<file path="config.mk">
export PLATFORM = sky130hd
export DESIGN_NAME = mie_core
export DESIGN_NICKNAME = d
export VERILOG_FILES = /design/src/mie_pkg.sv /design/src/mie_core.sv
export SDC_FILE = /design/constraint.sdc
export NUM_CORES = 1
export LEC_CHECK = 0
export ABC_AREA = 1
export ABC_CLOCK_PERIOD_IN_PS = 7200
export BUFFER_PORTS_ARGS = -buffer_cell sky130_fd_sc_hd__buf_2
export CORE_AREA = 5 5 177 179
export DETAILED_ROUTE_END_ITERATION = 8
export DIE_AREA = 0 0 182 184
export HOLD_SLACK_MARGIN = 0.08
export MAX_ROUTING_LAYER = met4
export PLACE_DENSITY = 0.71
export SLEW_MARGIN = 20
export SYNTH_ARGS = -nofsm -noshare
export SYNTH_HDL_FRONTEND = slang
export SYNTH_SLANG_ARGS = --single-unit
</file>
<file path="constraint.sdc">
create_clock -name clk_sys -period 7.2 [get_ports clk_sys]
set_clock_uncertainty 0.1 [all_clocks]
set_input_delay 0.36 -clock clk_sys [delete_from_list [all_inputs] [get_ports clk_sys]]
set_output_delay 0.36 -clock clk_sys [all_outputs]
set_load 0.005 [all_outputs]
</file>
<file path="src/mie_pkg.sv">
// Package of constants for the microcode instruction executor.
// Assumes a 20 MHz system clock and a classic Wishbone register bus.
package mie_pkg;
  // ==========================================================
  // Timing
  localparam int CLK_PERIOD_NS = 50;
  localparam int EXEC_NS       = 260;
  localparam int JUMP_NS       = 520;
  localparam int EXEC_CYC      = (EXEC_NS + CLK_PERIOD_NS - 1) / CLK_PERIOD_NS;
  localparam int JUMP_CYC      = (JUMP_NS + CLK_PERIOD_NS - 1) / CLK_PERIOD_NS;
  localparam logic [3:0] EXEC_LAST = 4'(EXEC_CYC - 1);
  localparam logic [3:0] JUMP_LAST = 4'(JUMP_CYC - 1);
  // ==========================================================
  // Instruction classes and operations
  localparam logic [2:0] CLS_IDX = 3'h0;
  localparam logic [2:0] CLS_JMP = 3'h1;
  localparam logic [2:0] CLS_ARI = 3'h2;
  localparam logic [2:0] CLS_SHF = 3'h3;
  localparam logic [2:0] LOP_OR  = 3'h0;
  localparam logic [2:0] LOP_XOR = 3'h1;
  localparam logic [2:0] LOP_AND = 3'h2;
  localparam logic [2:0] LOP_LDR = 3'h3;
  localparam logic [2:0] LOP_LDS = 3'h4;
  localparam logic [2:0] LOP_TXR = 3'h5;
  localparam logic [2:0] LOP_TOR = 3'h6;
  localparam logic [2:0] AOP_ADD = 3'h0;
  localparam logic [2:0] AOP_ADL = 3'h1;
  localparam logic [2:0] AOP_SUB = 3'h2;
  localparam logic [2:0] AOP_SBL = 3'h3;
  localparam logic [2:0] AOP_OR  = 3'h4;
  localparam logic [2:0] AOP_XOR = 3'h5;
  localparam logic [2:0] AOP_AND = 3'h6;
  localparam logic [1:0] FILL_ZERO = 2'h0;
  localparam logic [1:0] FILL_ONE  = 2'h1;
  localparam logic [1:0] FILL_SIGN = 2'h2;
  // ==========================================================
  // Register field codes and condition bits
  localparam logic [3:0] R_A   = 4'h0;
  localparam logic [3:0] R_C   = 4'h1;
  localparam logic [3:0] R_X   = 4'h2;
  localparam logic [3:0] R_Y   = 4'h3;
  localparam logic [3:0] R_PCU = 4'h4;
  localparam logic [3:0] R_PCL = 4'h5;
  localparam logic [3:0] R_EXT = 4'h6;
  localparam int CB_LINK = 0;
  localparam int CB_SIGN = 1;
  localparam int CB_POS  = 2;
  localparam int CB_ZERO = 3;
  localparam int CB_OVF  = 4;
  // ==========================================================
  // Bus map and reset values
  localparam logic [7:0]  ADR_CTRL   = 8'h00;
  localparam logic [7:0]  ADR_STATUS = 8'h04;
  localparam logic [7:0]  ADR_REGS   = 8'h08;
  localparam logic [11:0] PC_RST     = 12'h000;
  localparam logic [7:0]  REG_RST    = 8'h00;
  typedef enum logic [0:0] {ST_HALT = 1'b0, ST_RUN = 1'b1} mie_state_t;
endpackage : mie_pkg

</file>
<file path="src/mie_core.sv">
// Execution core of a byte-wide microprogrammed controller.
// Assumes a synchronous program memory (data one clock after address)
// and external registers answering reads combinationally on ext_rdata.
//
// Our own choices: the Wishbone register port and the address map.
`timescale 1ns/1ps
// Overview of operation
// - Index steps selected register by one
// - Index carry or borrow goes through link
// - Literal OR, XOR or AND with register
// - Literal loads into register or scratch
// - Test forms update condition register only
// - Conditional jump loads PC when bit matches
// - Bit select field picks condition bit
// - Literal into PC register jumps unconditionally
// - Arithmetic destination zero writes the PC
// - Arithmetic combines scratch and register operands
// - Arithmetic result goes to destination register
// - Shift moves register by one bit
// - Vacated bit gets zero, one or sign
// - Sign fill uses last lost bit
// - Sixteen byte-wide scratch registers
// - Ordinary instruction takes six clocks, 300 ns
// - PC destination takes eleven clocks, 550 ns
// - Condition bit zero is adder carry link
// - Codes 0100 and 0101 are PC parts
// - Accumulator gives low PC byte on arithmetic PC jump
module mie_core
  import mie_pkg::*;
(
  input  wire logic        clk_sys,
  input  wire logic        reset_n,
  input  wire logic        wb_cyc_i,
  input  wire logic        wb_stb_i,
  input  wire logic        wb_we_i,
  input  wire logic [7:0]  wb_adr_i,
  input  wire logic [3:0]  wb_sel_i,
  input  wire logic [31:0] wb_dat_i,
  output logic      [31:0] wb_dat_o,
  output logic             wb_ack_o,
  output logic      [11:0] pm_addr,
  input  wire logic [15:0] pm_data,
  output logic      [3:0]  ext_addr,
  output logic      [7:0]  ext_wdata,
  output logic             ext_we,
  input  wire logic [7:0]  ext_rdata,
  input  wire logic [1:0]  ext_cond
);
  import mie_pkg::*;

  function automatic logic [3:0] r_field(input logic [15:0] ins);
    r_field = ins[15] ? ins[11:8] : ins[3:0];
  endfunction : r_field

  // ==========================================================
  // Reset and pin synchronisers
  logic [1:0] rst_sync_r;
  logic       rst_n_r;
  logic [1:0] cond_s1_r;
  logic [1:0] cond_s2_r;
  assign rst_n_r = rst_sync_r[1];

  always_ff @(posedge clk_sys or negedge reset_n) begin
    if (!reset_n) begin
      rst_sync_r <= 2'h0;
    end else begin
      rst_sync_r <= {rst_sync_r[0], 1'b1};
    end
  end

  always_ff @(posedge clk_sys or negedge rst_n_r) begin
    if (!rst_n_r) begin
      cond_s1_r <= 2'h0;
      cond_s2_r <= 2'h0;
    end else begin
      cond_s1_r <= ext_cond;
      cond_s2_r <= cond_s1_r;
    end
  end

  // ==========================================================
  // State
  mie_state_t  st_r;
  logic [3:0]  cnt_r;
  logic [15:0] instr_r;
  logic [11:0] pc_r;
  logic [7:0]  a_r, c_r, x_r, y_r;
  logic [7:0]  scratch_r [16];
  logic        lost_r;
  logic        run_r;
  logic        ack_r;
  logic [31:0] dat_r;
  logic [3:0]  ext_addr_r;
  logic [7:0]  ext_wdata_r;
  logic        ext_we_r;

  // ==========================================================
  // Decode
  wire        is_lit  = instr_r[15];
  wire [2:0]  cls     = instr_r[14:12];
  wire        is_idx  = !is_lit && cls == CLS_IDX;
  wire        is_jmp  = !is_lit && cls == CLS_JMP;
  wire        is_ari  = !is_lit && cls == CLS_ARI;
  wire        is_shf  = !is_lit && cls == CLS_SHF;
  wire [2:0]  lop     = instr_r[14:12];
  wire [2:0]  aop     = instr_r[11:9];
  wire [7:0]  litv    = instr_r[7:0];
  wire        use_s   = instr_r[8];
  wire        is_test = is_lit && (lop == LOP_TXR || lop == LOP_TOR);
  wire [3:0]  rsel    = r_field(instr_r);
  wire [3:0]  ssel    = is_ari ? instr_r[7:4] : rsel;
  wire        link    = c_r[CB_LINK];
  // Bit select and polarity of a conditional jump
  wire        taken   = is_jmp && (c_r[instr_r[11:9]] == instr_r[8]);

  // Operand fetch; PC parts read as zero since they are write-only
  wire [7:0]  rv = (rsel == R_A) ? a_r : (rsel == R_C) ? c_r :
                   (rsel == R_X) ? x_r : (rsel == R_Y) ? y_r :
                   (rsel >= R_EXT) ? ext_rdata : 8'h00;
  wire [7:0]  sv = scratch_r[ssel];
  wire [7:0]  opnd = use_s ? sv : rv;

  // ==========================================================
  // Shared adder for indexing and arithmetic
  wire        dec   = instr_r[11];
  wire        bylk  = instr_r[10];
  wire        asub  = aop == AOP_SUB || aop == AOP_SBL;
  wire        alnk  = aop == AOP_ADL || aop == AOP_SBL;
  wire [7:0]  add_a = is_ari ? rv : opnd;
  wire [7:0]  add_b = is_ari ? (asub ? ~sv : sv) : (dec ? 8'hff : 8'h00);
  wire        cin   = is_ari ? (alnk ? link : asub) :
                      (bylk ? (dec ? ~link : link) : ~dec);
  wire [8:0]  sum9  = {1'b0, add_a} + {1'b0, add_b} + {8'h00, cin};
  wire        ovf   = (add_a[7] == add_b[7]) && (sum9[7] != add_a[7]);

  wire [7:0]  ari_res = (aop == AOP_OR)  ? (rv | sv) :
                        (aop == AOP_XOR) ? (rv ^ sv) :
                        (aop == AOP_AND) ? (rv & sv) :
                        aop[2] ? rv : sum9[7:0];
  wire [7:0]  lit_res = (lop == LOP_OR || lop == LOP_TOR) ? (litv | rv) :
                        (lop == LOP_XOR || lop == LOP_TXR) ? (litv ^ rv) :
                        (lop == LOP_AND) ? (litv & rv) : litv;

  // Shift by one with selectable fill; the lost bit is kept for chaining
  wire        shr     = instr_r[11];
  wire [1:0]  fill_m  = instr_r[10:9];
  wire        fill_b  = (fill_m == FILL_ONE) ? 1'b1 :
                        (fill_m == FILL_SIGN) ? lost_r : 1'b0;
  wire [7:0]  shf_res = shr ? {fill_b, opnd[7:1]} : {opnd[6:0], fill_b};
  wire        shf_out = shr ? opnd[0] : opnd[7];

  wire [7:0]  res = is_idx ? sum9[7:0] : is_ari ? ari_res :
                    is_shf ? shf_res : lit_res;

  // ==========================================================
  // Write-back decode
  wire        d_reg  = instr_r[8];
  wire        wr_s   = ((is_idx || is_shf) && use_s) || (is_lit && lop == LOP_LDS);
  wire        wr_r   = ((is_idx || is_shf) && !use_s) || (is_ari && d_reg) ||
                       (is_lit && lop <= LOP_LDR);
  wire        wr_pcp = wr_r && (rsel == R_PCU || rsel == R_PCL);
  wire        ari_pc = is_ari && !d_reg;
  wire        pc_dst = wr_pcp || ari_pc || taken;
  wire [3:0]  last   = pc_dst ? JUMP_LAST : EXEC_LAST;
  wire        commit = st_r == ST_RUN && cnt_r == last;
  wire        upd_c  = is_idx || is_ari || (is_lit && lop != LOP_LDR && lop != LOP_LDS);
  wire        arith  = is_idx || (is_ari && !aop[2]);

  wire [11:0] pc_nxt = taken ? {pc_r[11:8], litv} :
                       ari_pc ? {res[3:0], a_r} :
                       (wr_pcp && rsel == R_PCU) ? {res[3:0], pc_r[7:0]} :
                       wr_pcp ? {pc_r[11:8], res} : pc_r + 12'h001;

  logic [7:0] flags;
  always_comb begin
    flags = c_r;
    flags[CB_ZERO] = res == 8'h00;
    flags[CB_POS]  = !res[7] && res != 8'h00;
    if (arith) begin
      flags[CB_LINK] = sum9[8];
      flags[CB_OVF]  = ovf;
      flags[CB_SIGN] = add_a[7];
    end
  end
  wire [7:0] c_nxt = (wr_r && rsel == R_C) ? res : upd_c ? flags : c_r;

  // ==========================================================
  // Sequencer
  always_ff @(posedge clk_sys or negedge rst_n_r) begin
    if (!rst_n_r) begin
      st_r  <= ST_HALT;
      cnt_r <= 4'h0;
    end else begin
      case (st_r)
        ST_HALT: begin
          cnt_r <= 4'h0;
          if (run_r) st_r <= ST_RUN;
        end
        ST_RUN: begin
          cnt_r <= commit ? 4'h0 : cnt_r + 4'h1;
          if (commit && !run_r) st_r <= ST_HALT;
        end
        default: st_r <= ST_HALT;
      endcase
    end
  end

  // Program memory sees the counter directly; data lands one edge later
  always_ff @(posedge clk_sys or negedge rst_n_r) begin
    if (!rst_n_r) begin
      instr_r    <= 16'h0000;
      ext_addr_r <= 4'h0;
    end else if (st_r == ST_RUN && cnt_r == 4'h1) begin
      instr_r    <= pm_data;
      ext_addr_r <= r_field(pm_data);
    end
  end

  wire clr_pc = ack_r && wb_we_i && wb_adr_i == ADR_CTRL && wb_sel_i[0] &&
                wb_dat_i[1] && st_r == ST_HALT;

  always_ff @(posedge clk_sys or negedge rst_n_r) begin
    if (!rst_n_r) begin
      pc_r   <= PC_RST;
      lost_r <= 1'b0;
    end else if (commit) begin
      pc_r <= pc_nxt;
      if (is_shf) lost_r <= shf_out;
    end else if (clr_pc) begin
      pc_r <= PC_RST;
    end
  end

  // Jumps fall through every write enable below; tests skip the A, X and Y enables but still write the flags in c_r[5:0]
  always_ff @(posedge clk_sys or negedge rst_n_r) begin
    if (!rst_n_r) begin
      a_r <= REG_RST;
      x_r <= REG_RST;
      y_r <= REG_RST;
      c_r <= REG_RST;
    end else begin
      // Pins frozen mid-instruction so a jump on them keeps one period length
      if (st_r != ST_RUN || cnt_r == 4'h0) c_r[7:6] <= cond_s2_r;
      if (commit) begin
        c_r[5:0] <= c_nxt[5:0];
        if (wr_r && rsel == R_A) a_r <= res;
        if (wr_r && rsel == R_X) x_r <= res;
        if (wr_r && rsel == R_Y) y_r <= res;
      end
    end
  end

  genvar gi;
  generate
    for (gi = 0; gi < 16; gi++) begin : g_scr
      always_ff @(posedge clk_sys or negedge rst_n_r) begin
        if (!rst_n_r) begin
          scratch_r[gi] <= REG_RST;
        end else if (commit && wr_s && ssel == 4'(gi)) begin
          scratch_r[gi] <= res;
        end
      end
    end
  endgenerate

  always_ff @(posedge clk_sys or negedge rst_n_r) begin
    if (!rst_n_r) begin
      ext_we_r    <= 1'b0;
      ext_wdata_r <= 8'h00;
    end else begin
      ext_we_r <= commit && wr_r && rsel >= R_EXT;
      if (commit) ext_wdata_r <= res;
    end
  end

  // ==========================================================
  // Wishbone slave; writes land on the acknowledging edge
  wire        wb_req = wb_cyc_i && wb_stb_i;
  wire        wb_wr  = wb_req && wb_we_i && ack_r;
  wire [31:0] rd_mux = (wb_adr_i == ADR_CTRL)   ? {31'h0, run_r} :
                       (wb_adr_i == ADR_STATUS) ? {18'h0, lost_r, pc_r, st_r == ST_RUN} :
                       (wb_adr_i == ADR_REGS)   ? {y_r, x_r, c_r, a_r} : 32'h0;

  always_ff @(posedge clk_sys or negedge rst_n_r) begin
    if (!rst_n_r) begin
      ack_r <= 1'b0;
      dat_r <= 32'h0;
      run_r <= 1'b0;
    end else begin
      ack_r <= wb_req && !ack_r;
      if (wb_req && !ack_r) dat_r <= rd_mux;
      if (wb_wr && wb_adr_i == ADR_CTRL && wb_sel_i[0]) run_r <= wb_dat_i[0];
    end
  end

  assign wb_ack_o  = ack_r;
  assign wb_dat_o  = dat_r;
  assign pm_addr   = pc_r;
  assign ext_addr  = ext_addr_r;
  assign ext_wdata = ext_wdata_r;
  assign ext_we    = ext_we_r;
endmodule : mie_core

</file>
After elaboration in Yosys (flattened, before gate mapping):

Cells that the tools add are included.

* $add $sub $neg: 4
* order comparisons: 4
* equality and inequality tests: 46
* multiplexer cells: 55
* bitwise logic cells: 11
* reductions and logical operators: 95

Operators with widths (count)
* 2-to-1 mux 8 bit: 23
* 2-to-1 mux 32 bit: 3
* 2-to-1 mux 12 bit: 6
* logical AND 1 bit: 55
* binary-select mux 8 bit (select 4 bit): 1
* == test 4 bit (second input constant): 8
* == test 4 x 3 -> 1 bit (second input constant): 6
* 2-to-1 mux 4 bit: 5
* == test 3 bit (second input constant): 6
* bitwise AND 8 bit: 2
* == test 4 x 2 -> 1 bit (second input constant): 4
* zero test 8 bit: 2
* OR 8 bit: 2
* bitwise XOR 8 bit: 2
* logical OR 1 bit: 15
* AND reduction 2 bit: 7
* adder 12 x 1 -> 12 bit (second input constant): 1
* == test 3 x 2 -> 1 bit (second input constant): 4
* == test 4 x 1 -> 1 bit (second input constant): 3
* zero test 4 bit: 3
* 2-to-1 mux 1 bit: 11
* adder 8 x 8 -> 9 bit: 1
* adder 9 x 1 -> 9 bit: 1
* == test 8 x 3 -> 1 bit (second input constant): 1
* 31 further kinds: 43

* bits in registers: 247
* bits of input ports: 75
* word-level logic and storage cells: 253

Depth between registers and ports, before layout:

* depth after elaboration: 23
* gate-level depth with buffers: 39
* depth with buffers taken out: 38

Worst setup path before layout:

Ideal clock, no wire load.

* path kind: register to register
* start point: reg instr_r[14]
* end point: reg y_r[6]
* library setup time: 0.077 ns
* arrival time: 4.325 ns
* setup slack: 2.698 ns
* stages on the path, launching flop included: 34
* buffers on the path: 2
* period minus slack after synthesis: 4.502 ns
* path through: dfrtp_1 -> nor2_2 -> nand2_4 -> o21ai_2 -> inv_2 -> clkbuf_1 -> nand2_1 -> nand2_1 -> nand2_1 -> nand2_1 -> nor2_2 -> xor2_1 -> o21ai_0 -> inv_1 -> fa_1 -> fa_1 -> a21oi_1 -> o21bai_1 -> nand2_1 -> nand2_1 -> nand2_1 -> nand2_1 -> nand2_1 -> inv_1 -> nor2_1 -> nand2_1 -> nand3b_1 -> nand2_1 -> a21oi_1 -> nand2_1 -> nand2_1 -> buf_2 -> nor2_1 -> a21oi_1

* cells in the longest elaborated chain, start to end: 18
* elaborated cells on any way between the ends: 56
* those cells by class: add/sub: 2; order compare: 1; eq/ne: 6; mux: 21; bitwise: 5; reduce/logical: 21

Ends and longest elaborated chain
* from (decl): RTL line mie_core.sv:85 `logic [15:0] instr_r;`
* from (signal assigned): RTL line mie_core.sv:214 `instr_r <= pm_data;`
* == test 3 x 2 -> 1 bit: RTL line mie_core.sv:103, mie_core.sv:142
* logical AND 1 bit: RTL line mie_core.sv:103 `wire is_ari = !is_lit && cls == CLS_ARI;`
* 2-to-1 mux 4 bit: RTL line mie_core.sv:111 `wire [3:0] ssel = is_ari ? instr_r[7:4] : rsel;`
* NOT 4 -> 5 bit (implied by the code): RTL line mie_core.sv:120 `wire [7:0] sv = scratch_r[ssel];`
* binary-select mux 8 bit (select 4 bit): RTL line mie_core.sv:120
* 2-to-1 mux 8 bit (implied by the code) (2 in series): RTL line mie_core.sv:120
* NOT 8 bit: RTL line mie_core.sv:130 `wire [7:0] add_b = is_ari ? (asub ? ~sv : sv) : (dec ? 8'hff : 8'h00);`
* 2-to-1 mux 8 bit (2 in series): RTL line mie_core.sv:130
* adder 8 x 8 -> 9 bit: RTL line mie_core.sv:133 `wire [8:0] sum9 = {1'b0, add_a} + {1'b0, add_b} + {8'h00, cin};`
* adder 9 x 1 -> 9 bit: RTL line mie_core.sv:133
* 2-to-1 mux 8 bit: RTL line mie_core.sv:139 `aop[2] ? rv : sum9[7:0];`
* 2-to-1 mux 8 bit: RTL line mie_core.sv:138 `(aop == AOP_AND) ? (rv & sv) :`
* 2-to-1 mux 8 bit: RTL line mie_core.sv:137 `(aop == AOP_XOR) ? (rv ^ sv) :`
* 2-to-1 mux 8 bit: RTL line mie_core.sv:136 `wire [7:0] ari_res = (aop == AOP_OR) ? (rv | sv) :`
* 2-to-1 mux 8 bit (2 in series): RTL line mie_core.sv:152 `wire [7:0] res = is_idx ? sum9[7:0] : is_ari ? ari_res :`
* to (signal assigned): RTL line mie_core.sv:248 `if (wr_r && rsel == R_Y) y_r <= res;`
* to (decl): RTL line mie_core.sv:87 `logic [7:0] a_r, c_r, x_r, y_r;`

Parallel ways exist; a longest one is shown, timed or not. The select of a mux whose other input is x is not followed.
A chain may end at the register's enable or synchronous reset.

Worst setup path after layout:

* start point: reg instr_r[15]
* end point: reg scratch_r[70] in the netlist's numbering

* cells in the longest elaborated chain, start to end: 18
* elaborated cells on any way between the ends: 69
* those cells by class: add/sub: 2; order compare: 1; eq/ne: 7; mux: 27; bitwise: 8; reduce/logical: 24

Ends and longest elaborated chain
* parallel branches: the longest is 18 deep, another holds adder 8 x 8 -> 9 bit
* to (signal, indexed assignment): RTL line mie_core.sv:260 `scratch_r[gi] <= res;`
* to (decl): RTL line mie_core.sv:88 `logic [7:0] scratch_r [16];`

Parallel ways; which one is timed is not known. The select of a mux whose other input is x is not followed.

==> results_dict.tcl <==
set metrics [dict create \
    grt_overflow 0 \
    cts_buffers 28 \
    max_freq_mhz 160 \
    cts_max_level 1 \
    path_class "reg2reg" \
    drc 0 \
    period_minus_slack_ns 6.26 \
    grt_use_total_pct 27.7 \
    numPortBuffers 99 \
    synth_edf_count 0 \
    cts_max_path_buffers 3 \
    chipWidth_um 182 \
    synth_nets 2160 \
    arrival_ns 6.65 \
    synth_cell_types 47 \
    status "finished clean" \
    insertion_delay_ns 0.57 \
    syn_avg_cell_area_sq_um 7.16 \
    routedWlPerCell_um 18.0 \
    crit_path_max_incr_delay_ns 0.56 \
    nFillCells 2806 \
    grt_pass1_vias 13100 \
    timing.hold.ws_ns 0.157 \
    powerDensity_nw_per_um2 486 \
    end_kind "flip-flop" \
    drt-initial-drc-count 1197 \
    gp_congestion 0.960 \
    drtAntennaViolNets 0 \
    coreArea_sq_um 29400 \
    synth_area_leaders "dfrtp_1, nand2_1, o21ai_0" \
    vias 14000 \
    hold_viol 0 \
    diodes 0 \
    synth_area_sq_um 14600 \
    wirelength_um 46000 \
    ys.flop_type "dfrtp_1" \
    leakage_nw 8.65 \
    synth_warnings 0 \
    syn-instance-count 2040 \
    die_area_sq_um 33500 \
    setup_viol 0 \
    fin_setup_tns_ns 0 \
    cts_tree "yes" \
    critPathMostFrequentCell "nand2_1" \
    maxSlewViolCount 0 \
    viasPerCell 5.47 \
    dp_hpwl_um 32000 \
    worstHoldPathType "reg2async" \
    dr.pass1.iters 6 \
    grt_max_degree 168 \
    area_growth_pct 14.0 \
    cp_max_fo 27 \
    yosys.area.top_type_share_pct 42.3 \
    cts_sinks 247 \
    maxCapViolCount 0 \
    ys_seq_elements 247 \
    path_clk_slew_ns 0.07 \
    max_slew.worst_pin.slew_ns 0.962 \
    nets 2263 \
    start_util_pct 49.7 \
    ios 133 \
    required_ns 7.59 \
    dieHeight_um 184 \
    fin_util_pct 56.6 \
    ys_seq_area_share_pct 42.3 \
    grt_setup_unrepaired "no" \
    row_count 63 \
    cts_setup_buffers 0 \
    slew_headroom_pct 35.9 \
    max-vdd-ir-drop_uv 467 \
    yosysTopAreaCell "dfrtp_1" \
    ys_async_sr_fraction_pct 100 \
    layout-drive-gt1-share_pct 10.6 \
    startpoint_type "flip-flop" \
    antenna_found_initial 0 \
    cts_root_buffer "clkbuf_16" \
    min_period_over_period_pct 86.9 \
    cp_slowest_cell "dfrtp_1" \
    grt_pass1_wl_um 72200 \
]
## power breakdown
part / switching, mW / total [mW] / internal, mW
clock network: 0.591 / 1.45 / 0.855
logic: 3.69 / 5.01 / 1.32
registers: 0.136 / 1.63 / 1.50
## final timing paths
path	from	to	slack, ns	cells after the start
setup / recovery	instr_r[15]	scratch_r[70]	0.94	34
hold / removal	rst_sync_r[1]	instr_r[5]	0.16	0
setup reg to reg	instr_r[15]	scratch_r[70]	0.94	34
hold reg to reg	rst_sync_r[1]	instr_r[5]	0.16	0
max in group asynchronous	rst_sync_r[1]	y_r[4]	5.57	1
min in group clk_sys	wb_adr_i[2]	wb_dat_o[0]	0.16	5
## stage by stage
| step | area [sq um] | instances | setup WS (ns) | total power [mW] |
|---|---|---|---|---|
| floorplan | 14600 | 2040 | 2.70 | 4.72 |
| global placement | 15500 | 2481 | 1.18 | 6.47 |
| detailed placement | 15500 | 2481 | 1.08 | 6.53 |
| CTS | 16600 | 2552 | 1.07 | 8.00 |
| global route | 16600 | 2553 | 0.370 | 8.61 |
| finish | 16600 | 2553 | 0.941 | 8.09 |
## registers in the layout, indices dropped and copies added, names as in the netlist, 4 cells and up
| signal | count |
|---|---|
| wb_dat_o | 32 |
| x_r | 8 |
| ext_addr | 4 |
| pm_addr | 12 |
| cnt_r | 4 |
| instr_r | 16 |
| ext_wdata | 8 |
| y_r | 8 |
| c_r | 8 |
| a_r | 8 |
| scratch_r | 128 |
## kinds of logic after synthesis
group                      Yosys count  share of synthesized area (%)
DFF                                247                           42.3
muxes                                2                          0.154
xor gates and xnor gates            20                           1.20
other                                1                         0.0257
AOI/OAI and AO/OA                  398                           14.4
and+or+nand+nor                   1003                           28.9
adders and majority gates           45                           3.96
buffers and inverters              324                           9.11
## cell usage after synthesis (2+ instances only)
cell	count
buf_1	4
nor2_2	10
nand3_1	94
o211ai_1	6
o221ai_1	10
buf_2	20
xor2_1	19
nand2_2	3
nand4_1	11
nand3b_1	2
nor4_1	2
nand2_1	731
o21ai_1	9
dfrtp_1	247
nor3_4	2
or2_2	2
inv_2	4
buf_4	21
nor2_4	17
a31oi_1	4
a21oi_1	101
clkinv_1	3
inv_1	234
nand4_4	4
a22o_1	2
o21bai_1	2
o21ai_0	249
ha_1	43
fa_1	2
o22ai_1	8
nor2_1	110
nor3_1	13
mux2_2	2
clkbuf_1	36
## cell type report
cell class,instances,area [sq um],area share (%)
clock inverter,5,78.8,0.474
timing repair buffer,155,1010,6.09
multi-input combinational,1469,7100,42.7
sequential,247,6180,37.2
tap,390,488,2.93
inverter,242,911,5.48
clock buffer,45,865,5.20
## timing repair
item,in CTS,in global routing
endpoints found under the setup margin,0,0
hold buffers,21,0
resized for setup,0,0
hold endpoints to repair,24,0
## critical path, delay by kind of cell, from the launching register on
kind / cells / cell delay [ns]
AOI/OAI and AO/OA: 5 / 0.65
xor gates and xnor gates: 1 / 0.12
DFF: 1 / 0.56
buffers and inverters: 3 / 0.40
adders and majority gates: 2 / 0.93
and+or+nand+nor: 23 / 3.39
## placed cells by master (no fill, tap or decap), types with 3 or more instances in the layout
master | Yosys | final
o22ai_1 | 8 | 8
nand4_4 | 4 | 4
nand3_1 | 94 | 94
clkbuf_16 | 0 | 28
xor2_1 | 19 | 19
nand4_1 | 11 | 11
dlygate4sd3_1 | 0 | 21
inv_2 | 4 | 4
a31oi_1 | 4 | 4
o221ai_1 | 10 | 10
o211ai_1 | 6 | 6
nand2_2 | 3 | 4
nor2_4 | 17 | 17
dfrtp_1 | 247 | 246
a21oi_1 | 101 | 101
clkinv_1 | 3 | 3
ha_1 | 43 | 43
inv_1 | 234 | 234
o21ai_1 | 9 | 9
clkbuf_1 | 36 | 7
clkbuf_8 | 0 | 10
nor3_1 | 13 | 12
buf_2 | 20 | 99
o21ai_0 | 249 | 249
nor2_2 | 10 | 10
nor2_1 | 110 | 110
buf_4 | 21 | 32
nand2_1 | 731 | 730
## routing by layer
layer / global-route usage [%] / up-vias / wire, um
met5: - / - / 0
met4: 8.59 / 0 / 1440
met3: 4.21 / 93 / 3980
met2: 42.6 / 601 / 20600
met1: 38.2 / 6570 / 20000
li1: - / 6702 / -
Note: power is estimated with default switching activity, not from simulation.
